File: config.mk
export PLATFORM = sky130hd
export DESIGN_NAME = shift_move_indirect_exec
export DESIGN_NICKNAME = d
export VERILOG_FILES = /design/src/rtl/_unused_placeholder_removed.sv /design/src/rtl/sm_exec_pkg.sv /design/src/rtl/indirect_pointer_reg.sv /design/src/rtl/shift_move_indirect_exec.sv
export SDC_FILE = /design/constraint.sdc
export NUM_CORES = 1
export LEC_CHECK = 0
export BUFFER_PORTS_ARGS = -buffer_cell sky130_fd_sc_hd__buf_2
export CAP_MARGIN = 5
export CORE_ASPECT_RATIO = 0.7
export CORE_MARGIN = 4
export CORE_UTILIZATION = 28
export CTS_CLUSTER_SIZE = 28
export DETAILED_ROUTE_END_ITERATION = 12
export GPL_TIMING_DRIVEN = 1
export PLACE_DENSITY = 0.59
export REMOVE_ABC_BUFFERS = 1
export SKIP_CTS_REPAIR_TIMING = 1
export SLEW_MARGIN = 20
export SYNTH_ARGS = -nofsm -noshare
export SYNTH_HDL_FRONTEND = slang
export SYNTH_SLANG_ARGS = --single-unit
File: constraint.sdc
create_clock -name clock -period 3.6 [get_ports clock]
set_input_delay 0.36 -clock clock [delete_from_list [all_inputs] [get_ports clock]]
set_output_delay 0.36 -clock clock [all_outputs]
set_load 0.02 [all_outputs]
File: src/rtl/_unused_placeholder_removed.sv
// Intentionally empty; no design content.

File: src/rtl/sm_exec_pkg.sv
// Constants, encodings and state types for the shift/move/indirect execution unit.
// Assumes an 8-bit core with 7-bit file addresses and 16-bit data pointers.
package sm_exec_pkg;

  localparam int          DATA_W      = 8;
  localparam int          PTR_W       = 16;
  localparam int          FILE_AW     = 7;
  localparam int          OFS_W       = 6;
  localparam logic [6:0]  ALIAS0_ADDR = 7'h00;   // File slot that stands for pointer 0
  localparam logic [6:0]  ALIAS1_ADDR = 7'h01;   // File slot that stands for pointer 1
  localparam logic [8:0]  FILE_PAD    = 9'h000;  // Upper data address bits of a file access
  localparam logic [7:0]  ACC_RST     = 8'h00;
  localparam logic [15:0] PTR_RST     = 16'h0000;
  localparam logic [15:0] PTR_STEP    = 16'h0001;
  localparam logic        DEST_ACC    = 1'b0;

  typedef enum logic [1:0]
  {
    logical_right_shift_op = 2'h0,
    move_file_op           = 2'h1,
    indirect_load_op       = 2'h2
  } op_t;

  typedef enum logic [1:0]
  {
    PRE_INC  = 2'h0,
    PRE_DEC  = 2'h1,
    POST_INC = 2'h2,
    POST_DEC = 2'h3
  } ind_mode_t;

  typedef enum logic [3:0]
  {
    ST_IDLE  = 4'h1,
    ST_FETCH = 4'h2,
    ST_EXEC  = 4'h4,
    ST_DONE  = 4'h8
  } state_t;

  typedef struct packed
  {
    logic [15:0] ptr;
  } ptr_state_t;

  typedef struct packed
  {
    state_t      state;
    op_t         op;
    logic        dest;
    ind_mode_t   mode;
    logic        rel;
    logic        ptrSel;
    logic [15:0] addr;
    logic        rd;
    logic        wr;
    logic [7:0]  wdata;
    logic [7:0]  acc;
    logic        carry;
    logic        zero;
    logic        done;
  } exec_state_t;

endpackage : sm_exec_pkg

File: src/rtl/indirect_pointer_reg.sv
// One 16-bit indirect data pointer with load and +/-1 stepping.
// Assumes load and step come from logic on the same clock.
`timescale 1ns/1ps
module indirect_pointer_reg
  import sm_exec_pkg::*;
(
  input  wire logic        clock,
  input  wire logic        rst,
  input  wire logic        load,
  input  wire logic [15:0] loadValue,
  input  wire logic        step,
  input  wire logic        stepDown,
  output logic      [15:0] value
);

  ptr_state_t s_q;
  ptr_state_t s_d;

  // Load wins over a step; stepping wraps modulo 2^16 by plain 16-bit arithmetic
  always_comb
  begin
    s_d = s_q;
    if (load)
    begin
      s_d.ptr = loadValue;
    end
    else if (step)
    begin
      s_d.ptr = stepDown ? s_q.ptr - PTR_STEP : s_q.ptr + PTR_STEP;
    end
  end

  // State register
  always_ff @(posedge clock)
  begin
    if (rst)
    begin
      s_q.ptr <= PTR_RST;
    end
    else
    begin
      s_q <= s_d;
    end
  end

  assign value = s_q.ptr;
endmodule : indirect_pointer_reg

File: src/rtl/shift_move_indirect_exec.sv
// Execution unit for right shift, file move and indirect load of an 8-bit core.
// Assumes a data memory with one-cycle registered read and a same-clock decoder.
// Contract
// - Shift right: zero in, bit0 to carry
// - Shift updates carry and zero flags
// - Dest bit picks accumulator or file
// - Move copies file to chosen destination
// - Move updates zero flag from value
// - Indirect mode codes: pre/post inc/dec
// - Pre adjusts before access; post after
// - Relative offset access leaves pointer unchanged
// - Indirect load picks pointer, loads accumulator, zero
// - Alias file slots redirect through pointer
// - Pointers are 16-bit, wrap at ends
`timescale 1ns/1ps
module shift_move_indirect_exec
  import sm_exec_pkg::*;
(
  input  wire logic        clock,
  input  wire logic        rst,
  input  wire logic        opValid,
  output logic             opReady,
  input  wire logic [1:0]  opCode,
  input  wire logic [6:0]  fileAddr,
  input  wire logic        destSel,
  input  wire logic        ptrSel,
  input  wire logic [1:0]  indMode,
  input  wire logic        relMode,
  input  wire logic [5:0]  relOffset,
  input  wire logic        ptrLoad,
  input  wire logic        ptrLoadSel,
  input  wire logic [15:0] ptrLoadValue,
  output logic      [15:0] ptr0Value,
  output logic      [15:0] ptr1Value,
  output logic      [15:0] memAddr,
  output logic             memRead,
  output logic             memWrite,
  output logic      [7:0]  memWData,
  input  wire logic [7:0]  memRData,
  output logic      [7:0]  accValue,
  output logic             carryFlag,
  output logic             zeroFlag,
  output logic             opDone
);

  exec_state_t s_q;
  exec_state_t s_d;
  logic [15:0] ptrVal [2];
  logic [1:0]  ptrStep;
  logic        stepDown;
  logic        stepNow;
  logic        stepSel;
  logic [15:0] base;
  logic [7:0]  result;

  // Pointer currently chosen by the incoming indirect instruction
  assign base = ptrSel ? ptrVal[1] : ptrVal[0];

  // Pre modes step at accept, post modes once data has been read; relative never steps
  always_comb
  begin
    stepNow  = 1'b0;
    stepSel  = s_q.ptrSel;
    stepDown = s_q.mode[0];
    if (s_q.state == ST_IDLE)
    begin
      stepSel  = ptrSel;
      stepDown = indMode[0];
      stepNow  = opValid && op_t'(opCode) == indirect_load_op && !relMode
                 && !indMode[1];
    end
    else if (s_q.state == ST_EXEC)
    begin
      stepNow  = s_q.op == indirect_load_op && !s_q.rel && s_q.mode[1];
    end
    ptrStep = {stepNow && stepSel, stepNow && !stepSel};
  end

  // Two identical pointers
  for (genvar i = 0; i < 2; i++)
  begin : g_ptr
    indirect_pointer_reg indirect_pointer_reg_inst
    (
      .clock     (clock),
      .rst       (rst),
      .load      (ptrLoad && ptrLoadSel == 1'(i)),
      .loadValue (ptrLoadValue),
      .step      (ptrStep[i]),
      .stepDown  (stepDown),
      .value     (ptrVal[i])
    );
  end

  // Next-state logic for the whole instruction sequence
  always_comb
  begin
    s_d      = s_q;
    s_d.rd   = 1'b0;
    s_d.wr   = 1'b0;
    s_d.done = 1'b0;
    result   = memRData;
    case (s_q.state)
      ST_IDLE:
      begin
        if (opValid)
        begin
          s_d.op     = op_t'(opCode);
          s_d.dest   = destSel;
          s_d.mode   = ind_mode_t'(indMode);
          s_d.rel    = relMode;
          s_d.ptrSel = ptrSel;
          if (op_t'(opCode) == indirect_load_op)
          begin
            if (relMode)
            begin
              s_d.addr = base + {{10{relOffset[5]}}, relOffset};
            end
            else if (indMode == PRE_INC)
            begin
              s_d.addr = base + PTR_STEP;
            end
            else if (indMode == PRE_DEC)
            begin
              s_d.addr = base - PTR_STEP;
            end
            else
            begin
              s_d.addr = base;
            end
          end
          else if (fileAddr == ALIAS0_ADDR)
          begin
            s_d.addr = ptrVal[0];
          end
          else if (fileAddr == ALIAS1_ADDR)
          begin
            s_d.addr = ptrVal[1];
          end
          else
          begin
            s_d.addr = {FILE_PAD, fileAddr};
          end
          s_d.rd    = 1'b1;
          s_d.state = ST_FETCH;
        end
      end
      ST_FETCH:
      begin
        // Memory samples the read here; data is valid in the next cycle
        s_d.state = ST_EXEC;
      end
      ST_EXEC:
      begin
        if (s_q.op == logical_right_shift_op)
        begin
          result    = {1'b0, memRData[7:1]};
          s_d.carry = memRData[0];
        end
        s_d.zero = result == 8'h00;
        if (s_q.op == indirect_load_op || s_q.dest == DEST_ACC)
        begin
          s_d.acc = result;
        end
        else
        begin
          s_d.wr    = 1'b1;
          s_d.wdata = result;
        end
        s_d.done  = 1'b1;
        s_d.state = ST_DONE;
      end
      ST_DONE:
      begin
        s_d.state = ST_IDLE;
      end
      default:
      begin
        s_d.state = ST_IDLE;
      end
    endcase
  end

  // State register; flags and accumulator clear on reset and otherwise change only in the execute step
  always_ff @(posedge clock)
  begin
    if (rst)
    begin
      s_q.state  <= ST_IDLE;
      s_q.op     <= logical_right_shift_op;
      s_q.dest   <= DEST_ACC;
      s_q.mode   <= PRE_INC;
      s_q.rel    <= 1'b0;
      s_q.ptrSel <= 1'b0;
      s_q.addr   <= PTR_RST;
      s_q.rd     <= 1'b0;
      s_q.wr     <= 1'b0;
      s_q.wdata  <= ACC_RST;
      s_q.acc    <= ACC_RST;
      s_q.carry  <= 1'b0;
      s_q.zero   <= 1'b0;
      s_q.done   <= 1'b0;
    end
    else
    begin
      s_q <= s_d;
    end
  end

  // Outputs: ready is combinational, pointer values come from the pointer registers, everything else from the state register
  assign opReady   = s_q.state == ST_IDLE;
  assign memAddr   = s_q.addr;
  assign memRead   = s_q.rd;
  assign memWrite  = s_q.wr;
  assign memWData  = s_q.wdata;
  assign accValue  = s_q.acc;
  assign carryFlag = s_q.carry;
  assign zeroFlag  = s_q.zero;
  assign opDone    = s_q.done;
  assign ptr0Value = ptrVal[0];
  assign ptr1Value = ptrVal[1];
endmodule : shift_move_indirect_exec

; ---- After elaboration in Yosys (flattened, before gate mapping)
; Cells that the tools add are included.
[totals]
n_memories = 0
in_bits = 49
register_bits = 80
latchBits = 0
out_inout_bits = 70
romBits = 0
ramBits = 0
[op_classes]
magnitude_cmp = 0
n_addsub = 7
n_reduce_logical = 26
bitwise_logic = 5
eq_ne = 8
mul = 0
n_shift = 0
div_mod_pow = 0
mux = 23
[ops]
columns = cell, n
row1 = $mux W16, 13
row2 = $add A16 B1 Y16 const B, 3
row3 = $sub A16 B1 Y16 const B, 3
row4 = $mux W28, 1
row5 = $add A16 B16 Y16, 1
row6 = $mux W8, 2
row7 = $pmux W4 S3, 1
row8 = $logic_and A1 B1 Y1, 9
row9 = $mux W9, 1
row10 = $logic_not A8 Y1, 1
row11 = $reduce_and A2 Y1, 4
row12 = $eq A7 B1 Y1 const B, 1
row13 = $logic_not A7 Y1, 1
row14 = $mux W1, 5
row15 = $not A1 Y1, 5
row16 = $eq A2 B2 Y1 const B, 2
row17 = $eq A4 B1 Y1 const B, 1
row18 = $eq A4 B2 Y1 const B, 1
row19 = $eq A4 B3 Y1 const B, 1
row20 = $logic_not A1 Y1, 4
row21 = $logic_not A2 Y1, 2
row22 = $reduce_bool A2 Y1, 2
row23 = $reduce_or A2 Y1, 2
row24 = $eq A2 B1 Y1 const B, 1
row25 = 2 further kinds, 2

; ---- Logic depth before layout (Yosys ltp)
; Gate-level depths: netlist of the first run.
[logic_depth]
word_depth = 8
mapped_depth = 13
depth_no_buf = 12

; ---- Hierarchy
; A second synthesis of the first run with hierarchy kept.
[hier_totals]
hier_cells = 895
area_unflattened_um2 = 7073.0
[by_module_without_submodules]
columns = mod, area_each_um2, n_inst, cells_per_inst
row1 = shift_move_indirect_exec, 4122.7, 1, 526
row2 = indirect_pointer_reg (g_ptr[1].indirect_pointer_reg_inst), 1507.7, 1, 184
row3 = indirect_pointer_reg (g_ptr[0].indirect_pointer_reg_inst), 1442.6, 1, 185

; ---- Least setup slack after synthesis of the first run
; No wires, ideal clock.
[synth_timing]
kind = reg-to-reg
startpoint = register s_q[45] in the netlist's numbering
endpoint = register g_ptr[1].indirect_pointer_reg_inst.s_q (netlist bit g_ptr[1].indirect_pointer_reg_inst.value[15])
required_ns = 3.521
arrival_ns = 3.929
setup_slack_ns = -0.408
path_stages_with_launch = 13
period_less_slack_ns = 4.008
path_buffers = 1
cell_sequence = dfxtp_1 -> nor4b_4 -> mux2_2 -> buf_2 -> ha_1 -> a211oi_1 -> o21ai_1 -> a2111oi_2 -> o21bai_1 -> and3_1 -> or4_1 -> xor2_1 -> a211oi_2
[synth_via]
elab_chain_cells = 5
word_cells_on_any_way = 11
cone_classes = 2 x eq/ne / 7 x mux / 2 x reduce/logical
[synth_lines]
columns = element, line
row1 = start: declaration, shift_move_indirect_exec.sv:46  ; exec_state_t s_q;
row2 = $eq A4 B1 Y1 *, --
row3 = named net opReady, shift_move_indirect_exec.sv:22  ; output logic opReady,
row4 = $mux W1, shift_move_indirect_exec.sv:65  ; if (s_q.state == ST_IDLE)
row5 = $mux W16, indirect_pointer_reg.sv:29  ; s_d.ptr = stepDown ? s_q.ptr - PTR_STEP : s_q.ptr + PTR_STEP;
row6 = $mux W16, indirect_pointer_reg.sv:27  ; else if (step)
row7 = $mux W16, indirect_pointer_reg.sv:23  ; if (load)
row8 = end: declaration, indirect_pointer_reg.sv:16  ; ptr_state_t s_q;
; The timed path passes the listed nets; every way through them passes the cells marked *. The select of a mux whose other input is x is not followed.
; A chain may end at the register's enable or synchronous reset.

; ---- Final worst setup path of the first run
[layout_timing]
startpoint = register s_q[47] in the netlist's numbering
endpoint = register g_ptr[1].indirect_pointer_reg_inst.s_q (netlist bit g_ptr[1].indirect_pointer_reg_inst.value[15])
[layout_via]
elab_chain_cells = 5
word_cells_on_any_way = 11
cone_classes = 2 x eq/ne / 7 x mux / 2 x reduce/logical
[layout_lines]
columns = element, line
row1 = $eq A4 B1 Y1 / $eq A4 B3 Y1 (equally long branches), --
row2 = "$mux W1, on equally long branches", "shift_move_indirect_exec.sv:65, shift_move_indirect_exec.sv:72"
row3 = $mux W16 / $mux W1 (equally long branches), "indirect_pointer_reg.sv:29, shift_move_indirect_exec.sv:65"
row4 = $mux W16 / $logic_and A1 B1 Y1 (equally long branches), "indirect_pointer_reg.sv:27, shift_move_indirect_exec.sv:76"
row5 = $mux W16 / $reduce_bool A2 Y1 (equally long branches), --
; Several ways; a longest one is shown, not always the timed one. The select of a mux whose other input is x is not followed.

==> results of run 1 <==
-- flip-flops by register name, indices dropped and copies added, names as in the netlist, 8 cells and up --
name	flops
accValue	8
memAddr	16
memWData	8
g_ptr.indirect_pointer_reg_inst.value	32
s_q	11
-- kinds of logic (layout without fill, tap and decap cells) --
kind of cell	count (synthesis)	in the layout	synth area share, %
fa+ha+maj	52	52	9.81
mux	45	45	6.76
simple gates	327	327	22.9
xor+xnor	46	46	5.87
other cells	0	1	0
flops	80	80	23.3
buf+inv	97	221	7.13
compound gates	248	248	24.2
-- worst max-delay path by stage --
stage	from	endpoint	slack, ps	depth (start not counted)
floorplan	s_q[45]$_SDFFE_PP0P_	g_ptr[1].indirect_pointer_reg_inst.value[15]$_SDFFE_PP0P_	-350	11
global placement	s_q[45]$_SDFFE_PP0P_	g_ptr[0].indirect_pointer_reg_inst.value[15]$_SDFFE_PP0P_	-280	13
detailed placement	s_q[45]$_SDFFE_PP0P_	g_ptr[0].indirect_pointer_reg_inst.value[15]$_SDFFE_PP0P_	-410	13
CTS	s_q[45]$_SDFFE_PP0P_	g_ptr[0].indirect_pointer_reg_inst.value[15]$_SDFFE_PP0P_	-450	13
global route	s_q[47]$_SDFFE_PP0P_	g_ptr[1].indirect_pointer_reg_inst.value[15]$_SDFFE_PP0P_	-60	12
finish	s_q[47]$_SDFFE_PP0P_	g_ptr[1].indirect_pointer_reg_inst.value[15]$_SDFFE_PP0P_	100	11
-- final cells by class --
| cell class | count | area [um2] |
|---|---|---|
| diodes | 1 | 2.50 |
| clock buffers | 9 | 225 |
| clock inverters | 7 | 88.8 |
| fillers | 2533 | 15400 |
| inverters | 21 | 78.8 |
| multi-input cells | 718 | 4990 |
| flip-flops and latches | 80 | 1600 |
| well taps | 318 | 398 |
| repair buffers | 184 | 1110 |
-- power by group through the flow --
stage | logic, W | clock network, W | registers [W]
floorplan | 0.000586 | 0 | 0.00104
global placement | 0.000993 | 0 | 0.00101
detailed placement | 0.00100 | 0 | 0.00101
CTS | 0.00101 | 0.00102 | 0.000989
global route | 0.00119 | 0.00106 | 0.000997
finish | 0.00108 | 0.00101 | 0.000991
-- worst max-delay path: stages (launching register included) --
cell and delay, ps:
dfxtp_2 340, nor4b_4 410, mux2_4 390, buf_8 160
buf_4 230, ha_1 240, or3_1 390, o21bai_2 220
and3_1 170, or4_1 510, xor2_1 170, a211oi_2 200
-- layer usage --
| metal | routed length, um | vias to the layer above | global-route usage (%) | part of all wire [%] |
|---|---|---|---|---|
| li1 | - | 3494 | - | - |
| met1 | 11800 | 3211 | 25.6 | 52 |
| met2 | 9010 | 247 | 22.1 | 39 |
| met3 | 1840 | 20 | 4.03 | 8.0 |
| met4 | 227 | 0 | 2.94 | 0.99 |
| met5 | 0 | - | 0 | 0 |
-- synth_stat cells, types with 10 or more instances --
| library cell | count | area share, % |
|---|---|---|
| dfxtp_1 | 80 | 23 |
| a21oi_1 | 67 | 4.9 |
| mux2_2 | 11 | 1.8 |
| ha_1 | 49 | 8.9 |
| o21ai_0 | 42 | 3.1 |
| a311oi_1 | 13 | 1.7 |
| nor2_1 | 106 | 5.8 |
| nor3_1 | 35 | 2.6 |
| clkbuf_1 | 38 | 2.1 |
| xnor2_1 | 32 | 4.1 |
| o211ai_1 | 11 | 1.2 |
| nor2b_1 | 11 | 1.0 |
| mux2i_1 | 34 | 5.0 |
| xor2_1 | 14 | 1.8 |
| inv_1 | 21 | 1.1 |
| buf_4 | 32 | 3.5 |
| nand2b_1 | 10 | 0.91 |
| a211oi_1 | 42 | 4.6 |
| a21o_1 | 11 | 1.2 |
| nand3_1 | 15 | 1.1 |
| nor4_1 | 10 | 0.91 |
| nand2_1 | 82 | 4.5 |
-- per-stage QoR --
step | TNS [ps] | cells
after floorplan | -671 | 819
after detailed placement | -679 | 1319
final | 0 | 1338
after global placement | -403 | 1318
after global routing | -105 | 1337
after CTS | -762 | 1335
==> run_results.csv, run 1 <==
group,metric,value,unit
run_status,status,"completed",
timing,finalSetupViolCount,0,
synth,ys_ff_latch,80,
layout,final_area,0.00850,mm2
timing,finalCritPeriodShare,97.3,%
route,via_count,6972,
flow_run,cap_violations,0,
setup_path,crit_path_end_kind,"register",
layout,syn_to_final_growth,23.8,%
synth,yosysUniqueCellTypes,67,
worst_hold_path,min_to,"s_q[41]$_SDFFE_PP0P_",
placement,placed_area,0.00794,mm2
setup_path,cp_max_fo,24,
global_routing,grt_start_max_net_pins,39,
clock_network,cts.sinks,80,
setup_path,rr_startpoint,"s_q[47]$_SDFFE_PP0P_",
timing,rsz0062_at_grt,"yes",
pwr,pwr-share-comb,35.1,%
global_routing,grt_usage,16.2,%
setup_path,ff2ff_path_depth,11,
setup_path,reg2reg_to,"g_ptr[1].indirect_pointer_reg_inst.value[15]$_SDFFE_PP0P_",
layout,drive_gt1_share,24.6,%
clock_network,clock_latency,370,ps
synth,synth_area_per_cell,7.67,um2
clock_network,clk_pin_slew,70,ps
global_routing,gr-total-overflow,0,
global_routing,grt_pass1_wl,35800,um
floorplanning,fp.dieW,195,um
floorplanning,die-area,0.0271,mm2
clock_network,cts_tree,"built",
synth,async_reset_ff_share,0,%
timing,setup_slack,96.2,ps
timing,hold_violations,0,
setup_path,regToRegSetupSlack,100,ps
floorplanning,pin_count,119,
setup_path,cp.required,3890,ps
timing,holdWs,247,ps
synth,yosys_warnings,0,
synth,synthCells,895,
route,drtIter0Drc,602,
timing,slew_violations,0,
clock_network,cts_buffer_depth,2,
worst_hold_path,hp-start,"destSel",
route,drc,0,
placement,place_worst_setup_slack,-415,ps
floorplanning,num_rows,47,
synth,synth_edf_count,0,
floorplanning,start_util,28.7,%
pwr,p_seq_share,32.2,%
worst_hold_path,holdCritPathClass,"input port to register",
placement,io_buffer_count,118,
timing,max_freq,285,MHz
layout,post-route-util,35.6,%
placement,gp_congestion,0.899,
pwr,ir_drop,0.256,mV
route,routedWlPerCell,17.1,um
global_routing,grt_pass1_vias,6493,
layout,final_common_cell,"buf_2",
synth,ys_seq_area_share,23.3,%
timing,post-route-min-period,3500,ps
synth,syn_area,0.00686,mm2
route,first_pass_iters,5,
timing,max_slew.worst_pin.slew,1090,ps
setup_path,critPathKind,"register to register",
clock_network,cts_buffers,9,
route,viasPerCell,5.21,
route,routed_wl,22900,um
pwr,leakagePower,3.71,nW
floorplanning,die_h,139,um
route,ant_nets,0,
timing,slew_headroom,27.0,%
layout,layout_common_cells,"buf_2, nor2_1, nand2_1",
synth,synth_ff_type,"dfxtp_1",
setup_path,arrival,3790,ps
pwr,p_switching,0.00113,W
placement,place_hpwl,17500,um
pwr,clockPowerShare,32.7,%
pwr,swShare,36.6,%
pwr,finalPower,0.00308,W
clock_network,cts-root-buf,"clkbuf_16",
clock_network,htreeDepth,3,
layout,nets,1115,
pwr,intPower,0.00195,W
setup_path,cp-start-kind,"register",
global_routing,antenna_found_initial,0,
pwr,power_density,362,mW/mm2
floorplanning,core_area,0.0239,mm2
worst_hold_path,hold_path_depth,3,
timing,clock_skew,10.4,ps
(Power assumes the default switching activity.)
==> run 2: changes to the inputs <==
MAX_ROUTING_LAYER = met4   (was not set)
PLACE_DENSITY = 0.58   (was 0.59)
clock period = 4.1 ns   (was 3.6 ns; I/O delays follow)
==> run 2 against run 1 <==
Against the previous run: register-to-register slack better by 130 ps; combinational power down 24%; clock power down 10%; worst hold slack better by 35 ps; utilization down 2.4 points; global-route usage about the same; flip-flop and latch count unchanged; worst setup slack better by 130 ps; cell count down 3.6%; sequential share of layout area up 1.4 points; total power down 15%; highest routed layer unchanged.
==> run_results.csv, run 2 (synthesis gave the netlist of run 1 again) <==
group,metric,value,unit
layout,syn_to_final_growth,15.4,%
route,routedWlPerCell,17.1,um
timing,tns,0,ps
floorplanning,core_area,0.0239,mm2
timing,max_slew.worst_pin.slew,1060,ps
route,first_pass_iters,5,
timing,max_freq,258,MHz
pwr,leakagePower,3.46,nW
layout,drive_gt1_share,18.3,%
timing,slew_violations,0,
clock_network,cts_buffers,9,
clock_network,clk_pin_slew,60,ps
clock_network,cts.sinks,80,
clock_network,cts_buffer_depth,2,
timing,clock_skew,3.30,ps
setup_path,crit_top_cell,"o21bai_1",
global_routing,grt_usage,16.3,%
setup_path,cp_max_fo,25,
floorplanning,start_util,28.7,%
floorplanning,num_rows,47,
flow_run,cap_violations,0,
global_routing,grt_pass1_wl,34800,um
clock_network,htreeDepth,3,
layout,largest_reg_flops,32,
timing,rsz0062_at_grt,"no",
setup_path,cp_slowest_cell,"or4_1",
setup_path,max_stage_delay,510,ps
floorplanning,pin_count,119,
pwr,intPower,0.00169,W
floorplanning,die_h,139,um
timing,slew_headroom,29.4,%
global_routing,gr-total-overflow,0,
clock_network,cts_tree,"built",
placement,place_hpwl,17000,um
worst_hold_path,holdCritPathClass,"input port to register",
pwr,clockPowerShare,34.9,%
route,routed_wl,22000,um
timing,post-route-min-period,3870,ps
global_routing,antenna_found_initial,0,
layout,final_common_cell,"buf_2",
route,drc,0,
pwr,pwr-share-comb,31.6,%
route,via_count,6744,
pwr,swShare,35.3,%
placement,gp_congestion,0.893,
route,ant_nets,0,
route,drtIter0Drc,508,
floorplanning,die-area,0.0271,mm2
pwr,p_seq_share,33.5,%
timing,hold_violations,0,
setup_path,arrival,4150,ps
timing,holdWs,282,ps
timing,finalCritPeriodShare,94.5,%
pwr,p_switching,0.000920,W
route,viasPerCell,5.23,
global_routing,grt_pass1_vias,6369,
pwr,ir_drop,0.212,mV
timing,finalSetupViolCount,0,
setup_path,crit_chain,"nor4b_4 > mux2_4 > buf_4 > ha_1 > nand3_1 > o21bai_1 > a2111oi_2 > o21bai_1 > and3_1 > or4_1 > xor2_1 > a211oi_2",
floorplanning,fp.dieW,195,um
layout,layout_common_cells,"buf_2, nor2_1, nand2_1",
run_status,status,"completed",
placement,io_buffer_count,118,
clock_network,cts-root-buf,"clkbuf_16",
layout,nets,1068,
global_routing,grt_start_max_net_pins,36,
setup_path,cp-start-kind,"register",
clock_network,clock_latency,360,ps
setup_path,cp.required,4380,ps
setup_path,crit_path_end_kind,"register",
layout,n_antenna_cell,0,
setup_path,critPathKind,"register to register",
pwr,power_density,329,mW/mm2
run 2: metrics by stage:
stage	util [%]	std cells	total power [W]	cell area [um2]	setup slack (ps)
finish	33.2	1290	0.00261	7920	227
global route	33.2	1290	0.00276	7920	14.0
CTS	33.1	1290	0.00262	7910	127
detailed placement	31.8	1274	0.00170	7590	154
global placement	31.8	1274	0.00169	7580	58.3
floorplan	-	819	0.00143	6450	146
run 2: final timing paths:
path,cells past startpoint,endpoint,slack [ps],startpoint
worst max-delay path,12,g_ptr[1].indirect_pointer_reg_inst.value[15]$_SDFFE_PP0P_,230,s_q[47]$_SDFFE_PP0P_
worst min register to register,2,memAddr[14]$_SDFFE_PP0P_,450,memAddr[14]$_SDFFE_PP0P_
worst max register to register,12,g_ptr[1].indirect_pointer_reg_inst.value[15]$_SDFFE_PP0P_,230,s_q[47]$_SDFFE_PP0P_
worst min-delay path,3,s_q[41]$_SDFFE_PP0P_,280,destSel
run 2: area by class of cell:
cell class / count / area [um2]
clock buffers: 10 / 229
clock inverters: 6 / 90.1
fillers: 2626 / 16000
inverters: 21 / 78.8
multi-input cells: 718 / 4790
flip-flops and latches: 80 / 1600
well taps: 318 / 398
repair buffers: 137 / 733
run 2: per-layer routing:
metal,vias up,track usage (%),part of all wire [%]
met5,-,-,0
met4,0,2.64,0.76
met3,15,3.69,7.5
met2,244,21.9,39
met1,3099,24.9,53
li1,3386,-,-
run 2: power groups by stage:
stage                     registers (W)  logic, W  clock network (W)
after global placement         0.000889  0.000802                  0
after detailed placement       0.000890  0.000808                  0
final                          0.000874  0.000824           0.000908
after global routing           0.000880  0.000913           0.000967
after CTS                      0.000873  0.000813           0.000934
after floorplan                0.000916  0.000514                  0
run 2: worst max-delay path, delay by kind of cell, from the launching register on:
family	cells	cell delay, ps
AOI/OAI and AO/OA	4	990
xor gates and xnor gates	1	160
adders and majority gates	1	360
buffers and inverters	1	250
DFF	1	360
muxes	1	420
and+or+nand+nor	4	1250
==> run 3: changes to the inputs <==
PLACE_DENSITY = 0.57   (was 0.58)
==> run 3 against run 2 <==
Against the previous run: worst hold slack improved by 17 ps; via count rose by 0.24%; worst setup slack improved by 35 ps; utilization barely moved; flip-flop and latch count did not move; global-route usage barely moved; die area did not move; clock-buffer cell count did not move; cell count barely moved; critical path depth fell by 1; clock skew rose by 12 ps; critical path type unchanged; critical endpoint unchanged; largest cell class unchanged.
==> run_results.csv, run 3 (synthesis gave the netlist of run 1 again) <==
group,metric,value,unit
setup_path,crit_path_end_kind,"register",
setup_path,cp-start-kind,"register",
layout,final_common_cell,"buf_2",
timing,slew_headroom,31.9,%
global_routing,grt_usage,16.3,%
pwr,power_density,320,mW/mm2
clock_network,clock_latency,370,ps
setup_path,critPathKind,"register to register",
layout,drive_gt1_share,18.3,%
global_routing,grt_pass1_wl,35000,um
timing,max_slew.worst_pin.slew,1020,ps
route,drc,0,
layout,n_antenna_cell,0,
floorplanning,fp.dieW,195,um
pwr,intPower,0.00158,W
setup_path,cp_max_fo,18,
route,routedWlPerCell,17.2,um
timing,finalSetupViolCount,0,
timing,finalCritPeriodShare,93.6,%
layout,syn_to_final_growth,15.2,%
pwr,leakagePower,3.44,nW
timing,hold_violations,0,
clock_network,cts.sinks,80,
placement,io_buffer_count,118,
clock_network,clk_pin_slew,70,ps
run_status,status,"completed",
layout,nets,1067,
clock_network,cts_buffers,9,
global_routing,antenna_found_initial,0,
pwr,p_seq_share,34.5,%
pwr,clockPowerShare,32.8,%
pwr,ir_drop,0.204,mV
global_routing,grt_start_max_net_pins,62,
clock_network,htreeDepth,3,
floorplanning,num_rows,47,
floorplanning,die-area,0.0271,mm2
clock_network,cts_tree,"built",
timing,clock_skew,15.7,ps
global_routing,grt_pass1_vias,6323,
placement,gp_congestion,0.871,
route,ant_nets,0,
pwr,finalPower,0.00253,W
layout,layout_common_cells,"buf_2, nor2_1, nand2_1",
global_routing,gr-total-overflow,0,
clock_network,cts_buffer_depth,2,
route,viasPerCell,5.24,
setup_path,arrival,4120,ps
timing,slew_violations,0,
clock_network,cts-root-buf,"clkbuf_16",
floorplanning,start_util,28.7,%
pwr,p_switching,0.000944,W
timing,tns,0,ps
route,first_pass_iters,5,
pwr,swShare,37.3,%
floorplanning,core_area,0.0239,mm2
placement,place_inst,1273,
route,via_count,6760,
layout,largest_reg_flops,32,
layout,post-route-util,33.1,%
timing,post-route-min-period,3840,ps
layout,seqCellArea,0.00160,mm2
layout,fillers,2616,
pwr,pwr-share-comb,32.7,%
timing,rsz0062_at_grt,"no",
layout,final_cells,1289,
flow_run,cap_violations,0,
placement,place_hpwl,17000,um
route,drtIter0Drc,407,
floorplanning,die_h,139,um
timing,max_freq,261,MHz
floorplanning,pin_count,119,
layout,multi_input_area,0.00480,mm2
worst_hold_path,holdCritPathClass,"input port to register",
setup_path,cp.required,4380,ps
route,routed_wl,22100,um
-- run 3: area by class of cell --
type                            instances  share of cell area (%)
Multi-Input combinational cell        718                    60.7
Sequential cell                        80                    20.3
Timing Repair Buffer                  136                    9.38
Tap cell                              318                    5.03
Clock buffer                           10                    3.02
Inverter                               21                   0.997
Clock inverter                          6                   0.633
-- run 3: worst max-delay path, stage by stage, from the launching register on --
cell and delay, ps:
dfxtp_1 370, nor4b_4 420, mux2_4 450, ha_1 340
a211oi_1 290, o21ai_1 220, a2111oi_4 380, o21bai_1 180
and3_1 190, or4_1 540, xor2_1 170, a211oi_2 200
-- run 3: path summary, 6_finish.rpt --
kind	depth (start not counted)	slack (ps)	startpoint	end
worst max-delay path	11	260	s_q[45]$_SDFFE_PP0P_	g_ptr[1].indirect_pointer_reg_inst.value[15]$_SDFFE_PP0P_
worst min-delay path	3	300	destSel	s_q[41]$_SDFFE_PP0P_
worst max register to register	11	260	s_q[45]$_SDFFE_PP0P_	g_ptr[1].indirect_pointer_reg_inst.value[15]$_SDFFE_PP0P_
worst min register to register	2	450	memAddr[13]$_SDFFE_PP0P_	memAddr[13]$_SDFFE_PP0P_
-- run 3: power by group through the flow --
stage               Clock (W)  Sequential (W)  Combinational (W)
floorplan                   0        0.000916           0.000514
detailed placement          0        0.000890           0.000810
global route         0.000876        0.000880           0.000916
CTS                  0.000849        0.000873           0.000816
global placement            0        0.000889           0.000803
finish               0.000829        0.000873           0.000826
-- run 3: metrics by stage --
step	setup WS, ps	instance area (um2)	hold slack, ps
after global routing	28.4	7910	312
after global placement	55.5	7580	440
after floorplan	146	6450	426
final	263	7910	300
after CTS	24.3	7880	286
after detailed placement	65.0	7590	443
-- run 3: metal layers --
layer  vias up  GRT usage [%]  routed length (um)
met5         -              -                   0
met4         0           2.09                 121
met3         9           4.20                1570
met2       212           21.8                8700
met1      3138           25.0               11700
li1       3401              -                   -
